## src/ets_map.svh

```systemverilog
`ifndef ETS_MAP_SVH
`define ETS_MAP_SVH

// time base
`define ETS_CLK_HZ          10000000
`define ETS_HZ_PER_MHZ      1000000

// fixed dual-capture phases, microseconds
`define ETS_WAIT1_US        71
`define ETS_EXPOSE2_US      2225
`define ETS_WAIT2_US        2296
// single-frame readout and gap adjustments, microseconds
`define ETS_READOUT_US      2225
`define ETS_WIDE_EXTRA_US   18
`define ETS_ROI_SAVE_US     0

// register byte offsets
`define ETS_CTRL_OFS        8'h00
`define ETS_FRAMES_OFS      8'h04
`define ETS_EXPOSURE_OFS    8'h08
`define ETS_DELAY_OFS       8'h0c
`define ETS_AUTO_OFS        8'h10
`define ETS_EXTENSION_OFS   8'h14
`define ETS_STATUS_OFS      8'h18
`define ETS_COUNT_OFS       8'h1c

// control fields
`define ETS_TRIG_ACTIVE_BIT 0
`define ETS_CONCURRENCY_BIT 1
`define ETS_DUAL_BIT        2
`define ETS_PULSE_SRC_BIT   3
`define ETS_AUTO_SEL_BIT    4
`define ETS_WIDE_PIX_BIT    5
`define ETS_SMALL_ROI_BIT   6
`define ETS_CTRL_W          7

// status fields
`define ETS_ST_BUSY_BIT     0
`define ETS_ST_EXPOSE_BIT   1
`define ETS_ST_READOUT_BIT  2
`define ETS_ST_DUAL_AV_BIT  3
`define ETS_ST_STATE_LSB    8

// reset values and dual-capture frame count
`define ETS_CTRL_RST        7'h00
`define ETS_FRAMES_RST      16'h0001
`define ETS_EXPOSURE_RST    32'h000003e8
`define ETS_DELAY_RST       32'h00000000
`define ETS_EXTENSION_RST   32'h00000000
`define ETS_DUAL_FRAMES     16'h0002

`endif

```

## src/ets_pkg.sv

```systemverilog
`default_nettype none

package ets_pkg;

   typedef enum logic [3:0] {
      ST_IDLE,
      ST_DELAY,
      ST_EXPOSE,
      ST_PULSE,
      ST_EXTEND,
      ST_HOLD,
      ST_NEXT,
      ST_GAP1,
      ST_EXPOSE2,
      ST_GAP2
   } ets_state_type;

endpackage : ets_pkg

`default_nettype wire

```

## src/ets_tick_if.sv

```systemverilog
`timescale 1ns/1ns
`default_nettype none

interface ets_tick_if;
   logic restart;
   logic tick;
   logic trig_level;
   logic trig_rise;

   modport src (input restart, output tick, output trig_level, output trig_rise);
   modport snk (output restart, input tick, input trig_level, input trig_rise);
endinterface : ets_tick_if

`default_nettype wire

```

## src/ets_sequencer.sv

```systemverilog
// Functional notes
// - dual capture offered only with trigger and concurrency
// - dual capture off after reset
// - dual capture forces two frames per burst
// - first exposure timed or pulse width
// - fixed gap after first exposure
// - second exposure during first readout, fixed span
// - fixed final gap before sequence completes
// - triggers ignored until final gap ends
// - fixed phases default 71, 2225, 2296 us
// - wide pixels lengthen gap, small roi shortens
// - programmable delay from trigger to exposure
// - delay counted in microseconds from trigger
// - timed mode uses programmed or automatic duration
// - pulse mode exposes while trigger held
// - pulse mode adds intrinsic exposure extension
// - exposure may overlap readout, readouts never overlap
`timescale 1ns/1ns
`default_nettype none
`include "ets_map.svh"

module ets_sequencer
   import ets_pkg::*;
#(
   parameter int CLK_HZ        = `ETS_CLK_HZ,
   parameter int WAIT1_US      = `ETS_WAIT1_US,
   parameter int EXPOSE2_US    = `ETS_EXPOSE2_US,
   parameter int WAIT2_US      = `ETS_WAIT2_US,
   parameter int READOUT_US    = `ETS_READOUT_US,
   parameter int WIDE_EXTRA_US = `ETS_WIDE_EXTRA_US,
   parameter int ROI_SAVE_US   = `ETS_ROI_SAVE_US
)
(
   input  wire logic        hclk,
   input  wire logic        hresetn,
   input  wire logic        hsel,
   input  wire logic [31:0] haddr,
   input  wire logic [1:0]  htrans,
   input  wire logic        hwrite,
   input  wire logic [2:0]  hsize,
   input  wire logic [31:0] hwdata,
   input  wire logic        hready,
   output logic      [31:0] hrdata,
   output logic             hreadyout,
   output logic             hresp,
   input  wire logic        trigger_in,
   output logic             sensor_exposure,
   output logic             frame_readout,
   output logic             sequence_busy
);

   localparam int CYCLES_PER_US = CLK_HZ / `ETS_HZ_PER_MHZ;

   ets_tick_if tb ();

   ets_timebase #(
      .CYCLES_PER_US (CYCLES_PER_US)
   ) u_timebase (
      .hclk       (hclk),
      .hresetn    (hresetn),
      .trigger_in (trigger_in),
      .tb         (tb.src)
   );

   logic [`ETS_CTRL_W-1:0] ctrl;
   logic [15:0]            frames_per_burst;
   logic [31:0]            programmed_exposure_duration;
   logic [31:0]            trigger_delay;
   logic [31:0]            auto_exposure_duration;
   logic [31:0]            intrinsic_exposure_extension;
   logic [7:0]             ignored_triggers;
   logic [15:0]            frames_done;

   logic                   wr_pend;
   logic [7:0]             wr_addr;
   logic                   addr_phase;

   ets_state_type          state;
   ets_state_type          next_state;
   logic [31:0]            phase_cnt;
   logic [31:0]            phase_value;
   logic                   phase_load;
   logic                   phase_done;
   logic [31:0]            ro_cnt;
   logic [31:0]            ro_value;
   logic                   ro_load;
   logic                   ro_busy;
   logic [15:0]            frames_left;
   logic                   start_burst;
   logic                   frame_taken;

   logic                   trigger_active_select;
   logic                   exposure_readout_concurrency;
   logic                   dual_available;
   logic                   dual_capture_enable;
   logic                   exposure_duration_source;
   logic                   automatic_exposure_select;
   logic [15:0]            effective_frames;
   logic [31:0]            exposure_len;
   logic [31:0]            gap1_len;
   logic                   start_ok;

   assign trigger_active_select        = ctrl[`ETS_TRIG_ACTIVE_BIT];
   assign exposure_readout_concurrency = ctrl[`ETS_CONCURRENCY_BIT];
   assign exposure_duration_source     = ctrl[`ETS_PULSE_SRC_BIT];
   assign automatic_exposure_select    = ctrl[`ETS_AUTO_SEL_BIT];

   // availability can be lost later, so the stored bit is gated as well
   assign dual_available      = trigger_active_select && exposure_readout_concurrency;
   assign dual_capture_enable = ctrl[`ETS_DUAL_BIT] && dual_available;

   always_comb
   begin
      if (dual_capture_enable)
         effective_frames = `ETS_DUAL_FRAMES;
      else if (frames_per_burst == 16'h0000)
         effective_frames = 16'h0001;
      else
         effective_frames = frames_per_burst;
   end

   assign exposure_len = automatic_exposure_select ? auto_exposure_duration
                                                   : programmed_exposure_duration;

   always_comb
   begin
      gap1_len = 32'(WAIT1_US);
      if (ctrl[`ETS_WIDE_PIX_BIT])
         gap1_len = gap1_len + 32'(WIDE_EXTRA_US);
      if (ctrl[`ETS_SMALL_ROI_BIT] && gap1_len > 32'(ROI_SAVE_US))
         gap1_len = gap1_len - 32'(ROI_SAVE_US);
   end

   // without a trigger the block free-runs; without concurrency it waits for readout
   assign start_ok = (trigger_active_select ? tb.trig_rise : 1'b1)
                     && (exposure_readout_concurrency || !ro_busy);

   // AHB-Lite slave: zero wait states, always OKAY
   assign hreadyout  = 1'b1;
   assign hresp      = 1'b0;
   assign addr_phase = hsel && htrans[1] && hready;

   always_ff @(posedge hclk or negedge hresetn)
   begin
      if (!hresetn)
      begin
         wr_pend <= 1'b0;
         wr_addr <= 8'h00;
      end
      else
      begin
         wr_pend <= addr_phase && hwrite;
         wr_addr <= haddr[7:0];
      end
   end

   always_ff @(posedge hclk or negedge hresetn)
   begin
      if (!hresetn)
      begin
         ctrl                         <= `ETS_CTRL_RST;
         frames_per_burst             <= `ETS_FRAMES_RST;
         programmed_exposure_duration <= `ETS_EXPOSURE_RST;
         trigger_delay                <= `ETS_DELAY_RST;
         auto_exposure_duration       <= `ETS_EXPOSURE_RST;
         intrinsic_exposure_extension <= `ETS_EXTENSION_RST;
      end
      else if (wr_pend)
      begin
         case (wr_addr)
            `ETS_CTRL_OFS:
            begin
               ctrl <= hwdata[`ETS_CTRL_W-1:0];
               // the enable only sticks when it is on offer
               ctrl[`ETS_DUAL_BIT] <= hwdata[`ETS_DUAL_BIT]
                                      && hwdata[`ETS_TRIG_ACTIVE_BIT]
                                      && hwdata[`ETS_CONCURRENCY_BIT];
            end
            `ETS_FRAMES_OFS:
            begin
               if (!dual_capture_enable)
                  frames_per_burst <= hwdata[15:0];
            end
            `ETS_EXPOSURE_OFS:  programmed_exposure_duration <= hwdata;
            `ETS_DELAY_OFS:     trigger_delay                <= hwdata;
            `ETS_AUTO_OFS:      auto_exposure_duration       <= hwdata;
            `ETS_EXTENSION_OFS: intrinsic_exposure_extension <= hwdata;
            default:
            begin
            end
         endcase
      end
   end

   // read data sampled in the address phase
   always_ff @(posedge hclk or negedge hresetn)
   begin
      if (!hresetn)
         hrdata <= 32'h00000000;
      else if (addr_phase && !hwrite)
      begin
         case (haddr[7:0])
            `ETS_CTRL_OFS:
            begin
               hrdata                <= 32'(ctrl);
               hrdata[`ETS_DUAL_BIT] <= dual_capture_enable;
            end
            `ETS_FRAMES_OFS:    hrdata <= 32'(effective_frames);
            `ETS_EXPOSURE_OFS:  hrdata <= programmed_exposure_duration;
            `ETS_DELAY_OFS:     hrdata <= trigger_delay;
            `ETS_AUTO_OFS:      hrdata <= auto_exposure_duration;
            `ETS_EXTENSION_OFS: hrdata <= intrinsic_exposure_extension;
            `ETS_STATUS_OFS:
            begin
               hrdata                           <= 32'h00000000;
               hrdata[`ETS_ST_BUSY_BIT]         <= sequence_busy;
               hrdata[`ETS_ST_EXPOSE_BIT]       <= sensor_exposure;
               hrdata[`ETS_ST_READOUT_BIT]      <= ro_busy;
               hrdata[`ETS_ST_DUAL_AV_BIT]      <= dual_available;
               hrdata[`ETS_ST_STATE_LSB +: 4]   <= state;
            end
            `ETS_COUNT_OFS:     hrdata <= {ignored_triggers, 8'h00, frames_done};
            default:            hrdata <= 32'h00000000;
         endcase
      end
   end

   // sequencer
   always_comb
   begin
      next_state  = state;
      phase_load  = 1'b0;
      phase_value = 32'h00000000;
      ro_load     = 1'b0;
      ro_value    = 32'h00000000;
      start_burst = 1'b0;
      frame_taken = 1'b0;
      case (state)
         ST_IDLE:
         begin
            if (start_ok)
            begin
               start_burst = 1'b1;
               phase_load  = 1'b1;
               phase_value = trigger_delay;
               next_state  = ST_DELAY;
            end
         end
         ST_DELAY:
         begin
            if (phase_done)
            begin
               if (exposure_duration_source)
                  next_state = ST_PULSE;
               else
               begin
                  phase_load  = 1'b1;
                  phase_value = exposure_len;
                  next_state  = ST_EXPOSE;
               end
            end
         end
         ST_PULSE:
         begin
            if (!tb.trig_level)
            begin
               phase_load  = 1'b1;
               phase_value = intrinsic_exposure_extension;
               next_state  = ST_EXTEND;
            end
         end
         ST_EXPOSE, ST_EXTEND:
         begin
            if (phase_done)
            begin
               if (dual_capture_enable)
               begin
                  phase_load  = 1'b1;
                  phase_value = gap1_len;
                  next_state  = ST_GAP1;
               end
               else
                  next_state = ST_HOLD;
            end
         end
         ST_HOLD:
         begin
            // a finished exposure waits until the previous transfer is over
            if (!ro_busy)
            begin
               ro_load     = 1'b1;
               ro_value    = 32'(READOUT_US);
               frame_taken = 1'b1;
               next_state  = (frames_left > 16'h0001) ? ST_NEXT : ST_IDLE;
            end
         end
         ST_NEXT:
         begin
            if (exposure_readout_concurrency || !ro_busy)
            begin
               phase_load  = 1'b1;
               phase_value = exposure_len;
               next_state  = ST_EXPOSE;
            end
         end
         ST_GAP1:
         begin
            if (phase_done)
            begin
               phase_load  = 1'b1;
               phase_value = 32'(EXPOSE2_US);
               ro_load     = 1'b1;
               ro_value    = 32'(EXPOSE2_US);
               frame_taken = 1'b1;
               next_state  = ST_EXPOSE2;
            end
         end
         ST_EXPOSE2:
         begin
            if (phase_done)
            begin
               phase_load  = 1'b1;
               phase_value = 32'(WAIT2_US);
               ro_load     = 1'b1;
               ro_value    = 32'(WAIT2_US);
               frame_taken = 1'b1;
               next_state  = ST_GAP2;
            end
         end
         ST_GAP2:
         begin
            if (phase_done)
               next_state = ST_IDLE;
         end
         default:
            next_state = ST_IDLE;
      endcase
   end

   always_ff @(posedge hclk or negedge hresetn)
   begin
      if (!hresetn)
         state <= ST_IDLE;
      else
         state <= next_state;
   end

   // every phase starts on a fresh microsecond boundary
   assign tb.restart = phase_load;
   assign phase_done = (phase_cnt == 32'h00000000)
                       || (phase_cnt == 32'h00000001 && tb.tick);

   always_ff @(posedge hclk or negedge hresetn)
   begin
      if (!hresetn)
         phase_cnt <= 32'h00000000;
      else if (phase_load)
         phase_cnt <= phase_value;
      else if (tb.tick && phase_cnt != 32'h00000000)
         phase_cnt <= phase_cnt - 32'h00000001;
   end

   // readout runs on the free microsecond grid, so a restart can stretch it by < 1 us
   always_ff @(posedge hclk or negedge hresetn)
   begin
      if (!hresetn)
         ro_cnt <= 32'h00000000;
      else if (ro_load)
         ro_cnt <= ro_value;
      else if (tb.tick && ro_cnt != 32'h00000000)
         ro_cnt <= ro_cnt - 32'h00000001;
   end

   assign ro_busy = (ro_cnt != 32'h00000000);

   always_ff @(posedge hclk or negedge hresetn)
   begin
      if (!hresetn)
         frames_left <= 16'h0000;
      else if (start_burst)
         frames_left <= effective_frames;
      else if (frame_taken && frames_left != 16'h0000)
         frames_left <= frames_left - 16'h0001;
   end

   // triggers outside idle, or while readout blocks, are dropped and counted
   always_ff @(posedge hclk or negedge hresetn)
   begin
      if (!hresetn)
         ignored_triggers <= 8'h00;
      else if (trigger_active_select && tb.trig_rise && !(state == ST_IDLE && start_ok))
         ignored_triggers <= ignored_triggers + 8'h01;
   end

   always_ff @(posedge hclk or negedge hresetn)
   begin
      if (!hresetn)
         frames_done <= 16'h0000;
      else if (frame_taken)
         frames_done <= frames_done + 16'h0001;
   end

   always_ff @(posedge hclk or negedge hresetn)
   begin
      if (!hresetn)
      begin
         sensor_exposure <= 1'b0;
         frame_readout   <= 1'b0;
         sequence_busy   <= 1'b0;
      end
      else
      begin
         sensor_exposure <= (next_state == ST_EXPOSE) || (next_state == ST_PULSE)
                            || (next_state == ST_EXTEND) || (next_state == ST_EXPOSE2);
         frame_readout   <= ro_load || (ro_busy && !(tb.tick && ro_cnt == 32'h00000001));
         sequence_busy   <= (next_state != ST_IDLE);
      end
   end

endmodule // ets_sequencer

`default_nettype wire

```

## src/ets_timebase.sv

```systemverilog
`timescale 1ns/1ns
`default_nettype none
`include "ets_map.svh"

module ets_timebase
   import ets_pkg::*;
#(
   parameter int CYCLES_PER_US = `ETS_CLK_HZ / `ETS_HZ_PER_MHZ
)
(
   input  wire logic hclk,
   input  wire logic hresetn,
   input  wire logic trigger_in,
   ets_tick_if.src   tb
);

   localparam int PW = $clog2(CYCLES_PER_US + 1);

   logic [PW-1:0] prescale;
   logic          sync1;
   logic          sync2;
   logic          sync3;
   logic          level;

   // restart aligns the microsecond grid to the start of a phase
   always_ff @(posedge hclk or negedge hresetn)
   begin
      if (!hresetn)
         prescale <= '0;
      else if (tb.restart || prescale == PW'(CYCLES_PER_US - 1))
         prescale <= '0;
      else
         prescale <= prescale + 1'b1;
   end

   // not gated by restart: phase ends feed restart, gating would loop
   assign tb.tick = (prescale == PW'(CYCLES_PER_US - 1));

   always_ff @(posedge hclk or negedge hresetn)
   begin
      if (!hresetn)
      begin
         sync1 <= 1'b0;
         sync2 <= 1'b0;
         sync3 <= 1'b0;
      end
      else
      begin
         sync1 <= trigger_in;
         sync2 <= sync1;
         sync3 <= sync2;
      end
   end

   // a change counts only once stages two and three agree
   always_ff @(posedge hclk or negedge hresetn)
   begin
      if (!hresetn)
         level <= 1'b0;
      else if (sync2 == sync3)
         level <= sync3;
   end

   assign tb.trig_level = level;
   assign tb.trig_rise  = (sync2 == sync3) && sync3 && !level;

endmodule // ets_timebase

`default_nettype wire

```

## config.mk

```make
export PLATFORM = sky130hd
export DESIGN_NAME = ets_sequencer
export DESIGN_NICKNAME = d
export VERILOG_FILES = /design/src/ets_pkg.sv /design/src/ets_tick_if.sv /design/src/ets_sequencer.sv /design/src/ets_timebase.sv
export VERILOG_INCLUDE_DIRS = /design/src
export SDC_FILE = /design/constraint.sdc
export NUM_CORES = 1
export LEC_CHECK = 0
export BUFFER_PORTS_ARGS = -buffer_cell sky130_fd_sc_hd__buf_4
export CAP_MARGIN = 40
export CORE_MARGIN = 3
export CORE_UTILIZATION = 25
export CTS_BUF_LIST = sky130_fd_sc_hd__clkbuf_4
export CTS_CLUSTER_DIAMETER = 120
export DETAILED_ROUTE_END_ITERATION = 10
export PLACE_DENSITY_LB_ADDON = 0.05
export SETUP_SLACK_MARGIN = 0.3
export SLEW_MARGIN = 20
export SYNTH_ARGS = -nofsm -noshare
export SYNTH_HDL_FRONTEND = slang
export SYNTH_SLANG_ARGS = --single-unit
```

## constraint.sdc

```tcl
create_clock -name hclk -period 3.6 [get_ports hclk]
set_input_delay 0.72 -clock hclk [delete_from_list [all_inputs] [get_ports hclk]]
set_output_delay 0.72 -clock hclk [all_outputs]
set_load 0.03 [all_outputs]
```

# == Yosys cells after proc, flatten, opt, wreduce, memory -nomap -nowiden ==
# Index checks and enable logic that the tools add are counted.
# totals
out_inout_bits,37
in_bits,75
elab_cells,162
memories,0
latchBits,0
ram_bits,0
reg_bits,311
mem_bits_ro,0
# op_classes
div_mod_pow,0
n_eq_ne,29
order_cmp,1
reduce_logical,52
multipliers,0
n_mux,50
n_shift,0
bitwise_logic,1
n_addsub,6
# op_table
cell,n
$mux W32,10
$pmux W32 S8,1
$pmux W32 S7,1
$eq A32 B1 Y1 const B,2
$mux W16,4
$reduce_bool A32 Y1,2
$sub A32 B1 Y32 const B,2
$eq A8 B5 Y1 const B,6
$mux W4,10
$mux W12,3
$pmux W12 S3,1
$pmux W4 S9,1
$eq A8 B4 Y1 const B,4
$logic_not A32 Y1,1
$eq A4 B3 Y1 const B,5
$logic_and A1 B1 Y1,20
$add A16 B1 Y16 const B,1
$eq A4 B2 Y1 const B,4
$eq A4 B4 Y1 const B,4
$eq A8 B3 Y1 const B,2
$gt A16 B1 Y1 const B,1
$logic_not A16 Y1,1
$logic_not A8 Y1,2
$reduce_bool A16 Y1,1
other kinds (21),50

# == Logic depth before layout (Yosys ltp) ==
# Gate-level depths: netlist (run 1).
# depth
depth_word,11
ltp_mapped,13
depth_no_buf,9

# == Modules after synthesis ==
# From an unflattened synthesis (run 1), not the netlist that was laid out.
# unflattened
cells_unflattened,1338
area_unflattened_um2,15333.5
# modules_own_cells
mod,area_per_inst_um2,seq_area_each_um2,instances,cells_per_inst
ets_sequencer,14999.4,7598.5,1,1311
ets_timebase,334.1,200.2,1,27

# == Least setup slack after synthesis (run 1) ==
# Ideal clock, no wire load.
# synth_timing
kind,reg2reg
from,reg ro_cnt[0]
to,reg frames_left[7]
t_arrival_ns,2.699
setup_ns,0.119
slack_ns,0.782
stages_incl_launch_ff,12
required_time_ns,3.481
n_path_buf,2
synth_period_minus_slack_ns,2.818
cell_sequence,dfrtp_1 -> inv_1 -> ha_1 -> clkbuf_1 -> or4b_1 -> nor4_1 -> nand4_1 -> a21boi_1 -> nor2b_1 -> clkbuf_1 -> mux2_2 -> o21a_1
# synth_via
elab_chain_cells,7
word_cells_on_any_way,11
classes_between,mux: 5; reduce/logical: 6
# synth_lines
element,line,text
from (decl),ets_sequencer.sv:84,logic [31:0] ro_cnt;
from (signal assigned),ets_sequencer.sv:369,ro_cnt <= ro_value;
from (signal assigned),ets_sequencer.sv:371,ro_cnt <= ro_cnt - 32'h00000001;
$reduce_bool A32 Y1 *,ets_sequencer.sv:374,assign ro_busy = (ro_cnt != 32'h00000000);
$logic_not A1 Y1,ets_sequencer.sv:136,&& (exposure_readout_concurrency || !ro_busy);
$logic_or A1 B1 Y1,ets_sequencer.sv:136,
$logic_and A1 B1 Y1,ets_sequencer.sv:136,
$mux W1,ets_sequencer.sv:241,if (start_ok)
$mux W1,ets_sequencer.sv:238,case (state)
$mux W16 / $reduce_bool A2 Y1 (equally long branches),--,
to (signal assigned),ets_sequencer.sv:381,frames_left <= effective_frames;
to (signal assigned),ets_sequencer.sv:383,frames_left <= frames_left - 16'h0001;
to (decl),ets_sequencer.sv:88,logic [15:0] frames_left;
# Every way passes the cells marked *; elsewhere a longest branch is shown, timed or not.
# A chain may end at the register's enable or synchronous reset.

# == Final worst setup path (run 1) ==
# layout_timing
from,reg ro_cnt[0]
to,reg frames_left[12]
# The elaborated chain is that of the path after synthesis.

==> results.cfg, run 1 <==
[global_routing]
grt_max_degree = 85
grt_first_pass_wirelength_microns = 88300
overflow = 0
grt_usage_pct = 17.97
grt_pass1_vias = 12970
antenna_found_initial = 4

[setup_path]
crit_required_ps = 4330
endpoint_kind = register
cp.arrival_ps = 3840
worstSetupPathType = register to register
cp-start-kind = register
critPathMaxFanout = 8
rrSetupSlack_ps = 490

[run]
maxCapViolations = 0

[synth]
synth_top_area_share_pct = 47.73
ys_seq_elements = 311
yosysSeqAreaShare_pct = 49.91
netlist_top_cells_count = 298 x dfrtp_1, 175 x mux2_2, 133 x nor2_1
synthesis.instances = 1391
syn_area_sq_um = 15620
synth_nets = 1478
synth.most_common_cell = dfrtp_1
async_reset_ff_share_pct = 100.0
synth_edf_count = 0
synthDistinctLibCells = 87
synth_area_per_cell_sq_um = 11.23
synth_top_cell_by_area = dfrtp_1
synth-main-ff-cell = dfrtp_1
synth.area.top_cells = dfrtp_1 48%, mux2_2 13%, a222oi_1 3.3%
ys_warn_count = 0

[floorplanning]
initial_utilization_pct = 25.27
num_rows = 91
dieWidth_microns = 256
die-area_sq_um = 65540
core_sq_um = 61830
ios = 112
die_h_microns = 256

[timing]
max_freq_mhz = 321.3
finalSetupViolCount = 0
slew_headroom_pct = 49.56
finalCritPeriodShare_pct = 86.44
min_period_ps = 3112
worstMarginPinSlew_ps = 756.5
holdWs_ps = 107.4
drv_slew = 0
setup-tns-final_ps = 0
finClkSkew_ps = 76.38
hold_violations = 0
rsz0062_at_grt = true

[finish]
fillerInstances = 6432
area_growth_pct = 21.88
num-nets-final = 1658
drive_above_1_share_pct = 32.63

[route]
via_count = 12580
vias_per_cell = 5.047
antenna_left = 0
drtIter0Drc = 924
routed_wl_microns = 59020
firstDrtPassIters = 6
wl_per_cell_microns = 23.68
drc_errors = 0

[run_status]
outcome = finished clean

[power]
clockPowerShare_pct = 32.5
p_int_w = 0.006946
pwr-share-comb_pct = 25.7
p_seq_share_pct = 41.8
powerDensity_nw_per_um2 = 573.1
vdd_ir_drop_max_uv = 238.5
leakagePower_nw = 7.951
net-switching-power_w = 0.003967
p_sw_share_pct = 36.35

[clock_tree]
h-tree-depth = 3
root_buffer = clkbuf_4
clock_path_buffers = 3
cts_num_sinks = 311
clk_latency_ps = 860
clk_pin_slew_ps = 70
cts_tree = done
cts-buffers-inserted = 96

[place]
hpwlAfterDp_microns = 39080
port-buffer-count = 81
finalWeightedCongestion = 0.8021

[hold_path]
min_path_type = input pin to register
area by class of cell:
type                       instances  area [sq um]  share of cell area [%]
sequential                       311          7800                   40.96
multi-input combinational        979          7475                   39.25
timing repair buffer             163          1406                   7.385
tap                              837          1047                   5.499
clock buffer                     135          1013                   5.322
clock inverter                    44         216.5                   1.137
inverter                          20         75.07                  0.3942
antenna                            4         10.01                 0.05256
path summary, 6_finish.rpt:
path | startpoint | endpoint | cells past startpoint
worst max-delay path | ro_cnt[0]$_DFFE_PN0P_ | frames_left[12]$_DFFE_PN0P_ | 11
worst min-delay path | hwrite | wr_pend$_DFF_PN0_ | 3
worst max register to register | ro_cnt[0]$_DFFE_PN0P_ | frames_left[12]$_DFFE_PN0P_ | 11
worst min register to register | u_timebase.sync1$_DFF_PN0_ | u_timebase.sync2$_DFF_PN0_ | 0
max in group asynchronous | hresetn | programmed_exposure_duration[16]$_DFFE_PN0P_ | 3
min in group asynchronous | hresetn | wr_pend$_DFF_PN0_ | 2
power groups by stage:
stage                     logic, W  registers (W)  clock network [W]
final                      0.00280        0.00456            0.00355
after global routing       0.00312        0.00464            0.00390
after CTS                  0.00282        0.00455            0.00374
after detailed placement   0.00280        0.00461                  0
after global placement     0.00278        0.00461                  0
after floorplan            0.00171        0.00457                  0
sequential cells by signal, indices dropped and copies added (netlist names), 4 cells and up:
register	count
frames_left	16
wr_addr	8
intrinsic_exposure_extension	32
state	4
phase_cnt	32
ignored_triggers	8
ctrl	7
frames_per_burst	16
frames_done	16
trigger_delay	32
ro_cnt	32
auto_exposure_duration	32
programmed_exposure_duration	32
hrdata	32
u_timebase.prescale	4
per-layer routing:
metal / share of wire [%] / track usage [%]
met5: 0.020 / 0
met4: 2.0 / 4.720
met3: 5.4 / 4.205
met2: 45 / 27.82
met1: 47 / 25.20
worst max-delay path, stage by stage, from the launching register on:
cell and delay, ps:
dfrtp_1 420, inv_1 100, ha_1 180, or4b_1 490, or4_4 480, o31ai_4 220
buf_4 180, buf_4 130, nand2_1 250, nor2_1 360, nand2_1 90, o211ai_1 100
placed cells by master (no fill, tap or decap), types with 13 or more instances in the layout:
master	instances
inv_1	20
xor2_1	28
mux2_2	175
or3_1	16
a21oi_1	40
a22oi_1	39
nor3_1	35
and3_1	22
nand4_1	21
xnor2_1	38
a31oi_1	32
dfrtp_1	297
nand2_1	54
o31ai_1	17
buf_4	140
nand3_1	39
nor4_1	24
nor2_1	127
clkinv_1	32
dfstp_2	13
clkbuf_4	135
o21ai_0	17
a222oi_1	51
o21a_1	19
metrics by stage:
step	instance area, sq um	worst slack (ps)	utilization (%)	cells	total power, W
floorplan	15630	781.9	-	1391	0.006286
global placement	17670	180.0	28.58	2299	0.007391
detailed placement	17670	199.2	28.58	2299	0.007406
CTS	19010	306.2	30.74	2488	0.01111
global route	19040	289.2	30.80	2493	0.01166
finish	19040	488.0	30.80	2493	0.01091
cell families after synthesis:
kind of cell / after synthesis / share of synthesized area, %
simple gates: 425 / 14.81
flops: 311 / 49.91
compound gates: 287 / 14.35
mux: 187 / 13.38
buf+inv: 101 / 2.843
xor+xnor: 66 / 3.700
fa+ha+maj: 12 / 0.9609
other cells: 2 / 0.04806
timing repair:
item | in CTS | in global routing
setup buffers | 0 | 1
pin swaps | 0 | 2
resized for setup | 1 | 6
hold buffers | 10 | 0
endpoints found under the setup margin | 1 | 35
endpoints found under the hold margin | 79 | 0
(Power assumes the default switching activity.)
==> inputs of run 2 (changes only) <==
CORE_UTILIZATION = 30   (was 25)
==> run 2 against run 1 <==
Wire length decreased by 8.5%. Highest routed layer is now met4. Cell count decreased by 7.6%. Sequential share of layout area increased by 0.83 points. Critical endpoint is now frames_left[14]$_DFFE_PN0P_.
==> results.cfg, run 2 (synthesized netlist as in run 1, its figures left out) <==
[power]
powerDensity_nw_per_um2 = 572.2
p_sw_share_pct = 35.58
p_seq_share_pct = 42.6
p_int_w = 0.006880
pwr-share-comb_pct = 25.5
leakagePower_nw = 7.852
power_w = 0.01068
net-switching-power_w = 0.003800
clockPowerShare_pct = 31.8
vdd_ir_drop_max_uv = 281.3

[setup_path]
cp.arrival_ps = 3860
worstSetupPathType = register to register
cp-endpoint = frames_left[14]$_DFFE_PN0P_
crit_required_ps = 4350
rr_startpoint = ro_cnt[8]$_DFFE_PN0P_
cp-startpoint = ro_cnt[8]$_DFFE_PN0P_
rr_worst_depth = 8
crit_top_cell = a21oi_1
endpoint_kind = register
cpLargestDelayFamily = simple AND/OR/NAND/NOR gates
rr_endpoint = frames_left[14]$_DFFE_PN0P_
path_cells = or4_1, or4_4, o31ai_4, and2_2, buf_4, a21oi_1, a21oi_1, o221a_2
max_stage_delay_ps = 730
cp.depth = 8
cp_slowest_cell = or4_1
critPathMaxFanout = 17
rrSetupSlack_ps = 480
crit_buf_inv = 1
cp-start-kind = register

[clock_tree]
cts_tree = done
h-tree-depth = 3
clock_path_buffers = 3
root_buffer = clkbuf_4
cts-buffers-inserted = 93
cts_num_sinks = 311
clk_pin_slew_ps = 60
clk_latency_ps = 840

[timing]
min_period_ps = 3116
finClkSkew_ps = 60.57
finalSetupViolCount = 0
max_freq_mhz = 321.0
worstMarginPinSlew_ps = 840.6
hold_violations = 0
rsz0062_at_grt = false
setup-tns-final_ps = 0
setup_slack_ps = 484.3
finalCritPeriodShare_pct = 86.55
drv_slew = 0
slew_headroom_pct = 43.44

[route]
antenna_left = 0
wl_per_cell_microns = 23.44
routed_wl_microns = 54010
drc_errors = 0
via_count = 12490
firstDrtPassIters = 9
drtIter0Drc = 1011
vias_per_cell = 5.421

[global_routing]
grt_usage_pct = 19.86
antenna_found_initial = 1
grt_pass1_vias = 12700
overflow = 0
grt_first_pass_wirelength_microns = 81640
grt_max_degree = 88

[run]
maxCapViolations = 0

[finish]
final_cell_mix = 297 x dfrtp_1, 175 x mux2_2, 133 x buf_4
drive_above_1_share_pct = 32.22
fillerInstances = 5198
fin_cells = 2304
seq_area_sq_um = 7800
layout_commonest_cell = dfrtp_1
multi_input_area_sq_um = 7481
num-nets-final = 1645
area_growth_pct = 19.46

[floorplanning]
ios = 112
initial_utilization_pct = 30.40
die-area_sq_um = 54860
die_h_microns = 234.2
dieWidth_microns = 234.2
num_rows = 83
core_sq_um = 51410

[hold_path]
holdPathStages = 1
min_path_type = input pin to register

[place]
hpwlAfterDp_microns = 35670
port-buffer-count = 81
pre_cts_ws_ps = 365.4
dpl.cell_count = 2134
finalWeightedCongestion = 0.8340

[run_status]
outcome = finished clean
[run 2: worst min path at each step]
stage	startpoint	end	slack (ps)
after floorplan	u_timebase.sync1$_DFF_PN0_	u_timebase.sync2$_DFF_PN0_	330
after global placement	u_timebase.sync1$_DFF_PN0_	u_timebase.sync2$_DFF_PN0_	330
after detailed placement	u_timebase.sync1$_DFF_PN0_	u_timebase.sync2$_DFF_PN0_	340
after CTS	haddr[4]	wr_addr[4]$_DFF_PN0_	30
after global routing	hwdata[26]	programmed_exposure_duration[26]$_DFFE_PN0P_	70
final	haddr[2]	wr_addr[2]$_DFF_PN0_	130
[run 2: timing repair]
action / CTS / global route
endpoints found under the hold margin: 85 / 0
resized for setup: 0 / 6
hold buffers: 8 / 0
endpoints found under the setup margin: 0 / 35
setup buffers: 0 / 1
[run 2: layer usage]
layer	GRT usage, %	part of all wire, %	wire length [microns]
met1	28.43	48	25740
met2	29.87	45	24050
met3	3.802	5.4	2931
met4	7.135	2.4	1295
met5	0	0	0
[run 2: final cells by class]
type | instances | area share (%)
timing repair buffer | 153 | 6.992
multi-input combinational | 979 | 40.08
antenna | 1 | 0.01341
clock inverter | 31 | 0.9787
tap | 680 | 4.558
clock buffer | 129 | 5.188
sequential | 311 | 41.79
inverter | 20 | 0.4022
[run 2: power groups by stage]
stage          clock (W)  sequential (W)  combinational [W]
2_1_floorplan          0         0.00457            0.00171
3_3_place_gp           0         0.00459            0.00269
3_5_place_dp           0         0.00460            0.00271
4_1_cts          0.00359         0.00455            0.00274
5_1_grt          0.00377         0.00462            0.00303
6_report         0.00340         0.00455            0.00273
[run 2: stage by stage]
stage / utilization [%] / area (sq um) / hold slack [ps]
2_1_floorplan: - / 15630 / 331.2
3_3_place_gp: 33.78 / 17370 / 333.6
3_5_place_dp: 33.83 / 17390 / 335.8
4_1_cts: 36.23 / 18620 / 29.29
5_1_grt: 36.31 / 18670 / 74.60
6_report: 36.31 / 18670 / 129.0
==> inputs of run 3 (changes only) <==
PLACE_DENSITY = 0.51   (was default)
PLACE_DENSITY_LB_ADDON = default   (was 0.05)
SLEW_MARGIN = 10   (was 20)
==> run 3 against run 2 <==
Sequential power about the same. Largest power group unchanged. Highest routed layer is now met5. Register-to-register slack is essentially flat. Maximum frequency about the same.
==> results.cfg, run 3 (synthesized netlist as in run 1, its figures left out) <==
[route]
drc_errors = 0
drtIter0Drc = 1161
antenna_left = 0
via_count = 12550
firstDrtPassIters = 5
routed_wl_microns = 49370
wl_per_cell_microns = 21.60
vias_per_cell = 5.492

[place]
hpwlAfterDp_microns = 32130
finalWeightedCongestion = 0.8652
dpl.cell_count = 2124
port-buffer-count = 81

[finish]
layout_commonest_cell = dfrtp_1
area_growth_pct = 18.59
fillerInstances = 5153
final_cell_mix = 297 x dfrtp_1, 175 x mux2_2, 134 x clkbuf_4
drive_above_1_share_pct = 32.11
num-nets-final = 1630
seq_area_sq_um = 7800
fin_cells = 2286
multi_input_area_sq_um = 7465

[timing]
hold_violations = 0
finalCritPeriodShare_pct = 86.57
setup-tns-final_ps = 0
max_freq_mhz = 320.9
min_period_ps = 3116
finClkSkew_ps = 47.39
slew_headroom_pct = 49.22
drv_slew = 0
holdWs_ps = 148.8
finalSetupViolCount = 0
worstMarginPinSlew_ps = 759.0
rsz0062_at_grt = false

[floorplanning]
num_rows = 83
ios = 112
die_h_microns = 234.2
dieWidth_microns = 234.2
die-area_sq_um = 54860
initial_utilization_pct = 30.40
core_sq_um = 51410

[setup_path]
endpoint_kind = register
path_cells = inv_1, ha_1, or4b_1, or4_4, o31ai_4, and2_2, buf_6, a222oi_1, a21boi_1, a2bb2oi_1
cp-start-kind = register
cp_slowest_cell = or4b_1
worstSetupPathType = register to register
critPathMaxFanout = 15
cpLargestDelayFamily = simple AND/OR/NAND/NOR gates
crit_required_ps = 4290
max_stage_delay_ps = 500
cp.arrival_ps = 3810
crit_buf_inv = 2

[clock_tree]
root_buffer = clkbuf_4
clock_path_buffers = 3
clk_pin_slew_ps = 80
clk_latency_ps = 800
cts_tree = done
cts-buffers-inserted = 86
h-tree-depth = 3
cts_num_sinks = 311

[power]
leakagePower_nw = 7.802
vdd_ir_drop_max_uv = 204.4
powerDensity_nw_per_um2 = 564.4

[hold_path]
min_path_type = input pin to register

[global_routing]
grt_pass1_vias = 12530
use_met2_pct = 28.65
grt_first_pass_wirelength_microns = 75340
antenna_found_initial = 3
grtUsageMet1_pct = 24.14
grt_usage_pct = 18.02
busiest_layer = met2
overflow = 0
met3_usage_pct = 3.341
grt_max_degree = 84

[run_status]
outcome = finished clean

[run]
maxCapViolations = 0
-- run 3: final timing paths --
check,to,slack [ps],cells past startpoint,start
max in group asynchronous,ro_cnt[12]$_DFFE_PN0P_,2160,3,hresetn
worst min-delay path,wr_addr[4]$_DFF_PN0_,150,1,haddr[4]
min in group asynchronous,programmed_exposure_duration[26]$_DFFE_PN0P_,540,2,hresetn
worst min register to register,u_timebase.sync2$_DFF_PN0_,350,0,u_timebase.sync1$_DFF_PN0_
worst max-delay path,phase_cnt[24]$_DFFE_PN0P_,480,10,ro_cnt[0]$_DFFE_PN0P_
worst max register to register,phase_cnt[24]$_DFFE_PN0P_,480,10,ro_cnt[0]$_DFFE_PN0P_
-- run 3: per-layer routing --
metal	part of all wire (%)	routed length, microns
met1	44	21600
met2	47	23270
met3	6.1	3030
met4	2.9	1454
met5	0.018	9
-- run 3: metrics by stage --
stage	total power [W]	util (%)	setup WS [ps]	area (sq um)
finish	0.01046	36.05	483.5	18530
global route	0.01112	36.04	329.8	18530
CTS	0.01058	35.96	323.9	18490
detailed placement	0.007224	33.67	287.8	17310
global placement	0.007173	33.64	303.7	17290
floorplan	0.006286	-	781.9	15630
-- run 3: final cells by class --
cell class	count	area share (%)
Multi-Input combinational cell	979	40.28
Antenna cell	2	0.02701
Sequential cell	311	42.09
Timing Repair Buffer	145	6.718
Tap cell	680	4.591
Clock inverter	15	0.4524
Clock buffer	134	5.429
Inverter	20	0.4051
-- run 3: power breakdown --
part	total, W	internal, W	switching (W)
logic	0.00264	0.00108	0.00156
registers	0.00456	0.00398	0.000578
clock network	0.00325	0.00175	0.00151
-- run 3: timing repair --
item	CTS	global route
endpoints found under the hold margin	85	0
resized for setup	0	6
endpoints found under the setup margin	1	37
hold buffers	8	0
pin swaps	1	1
buffers inserted	1	2
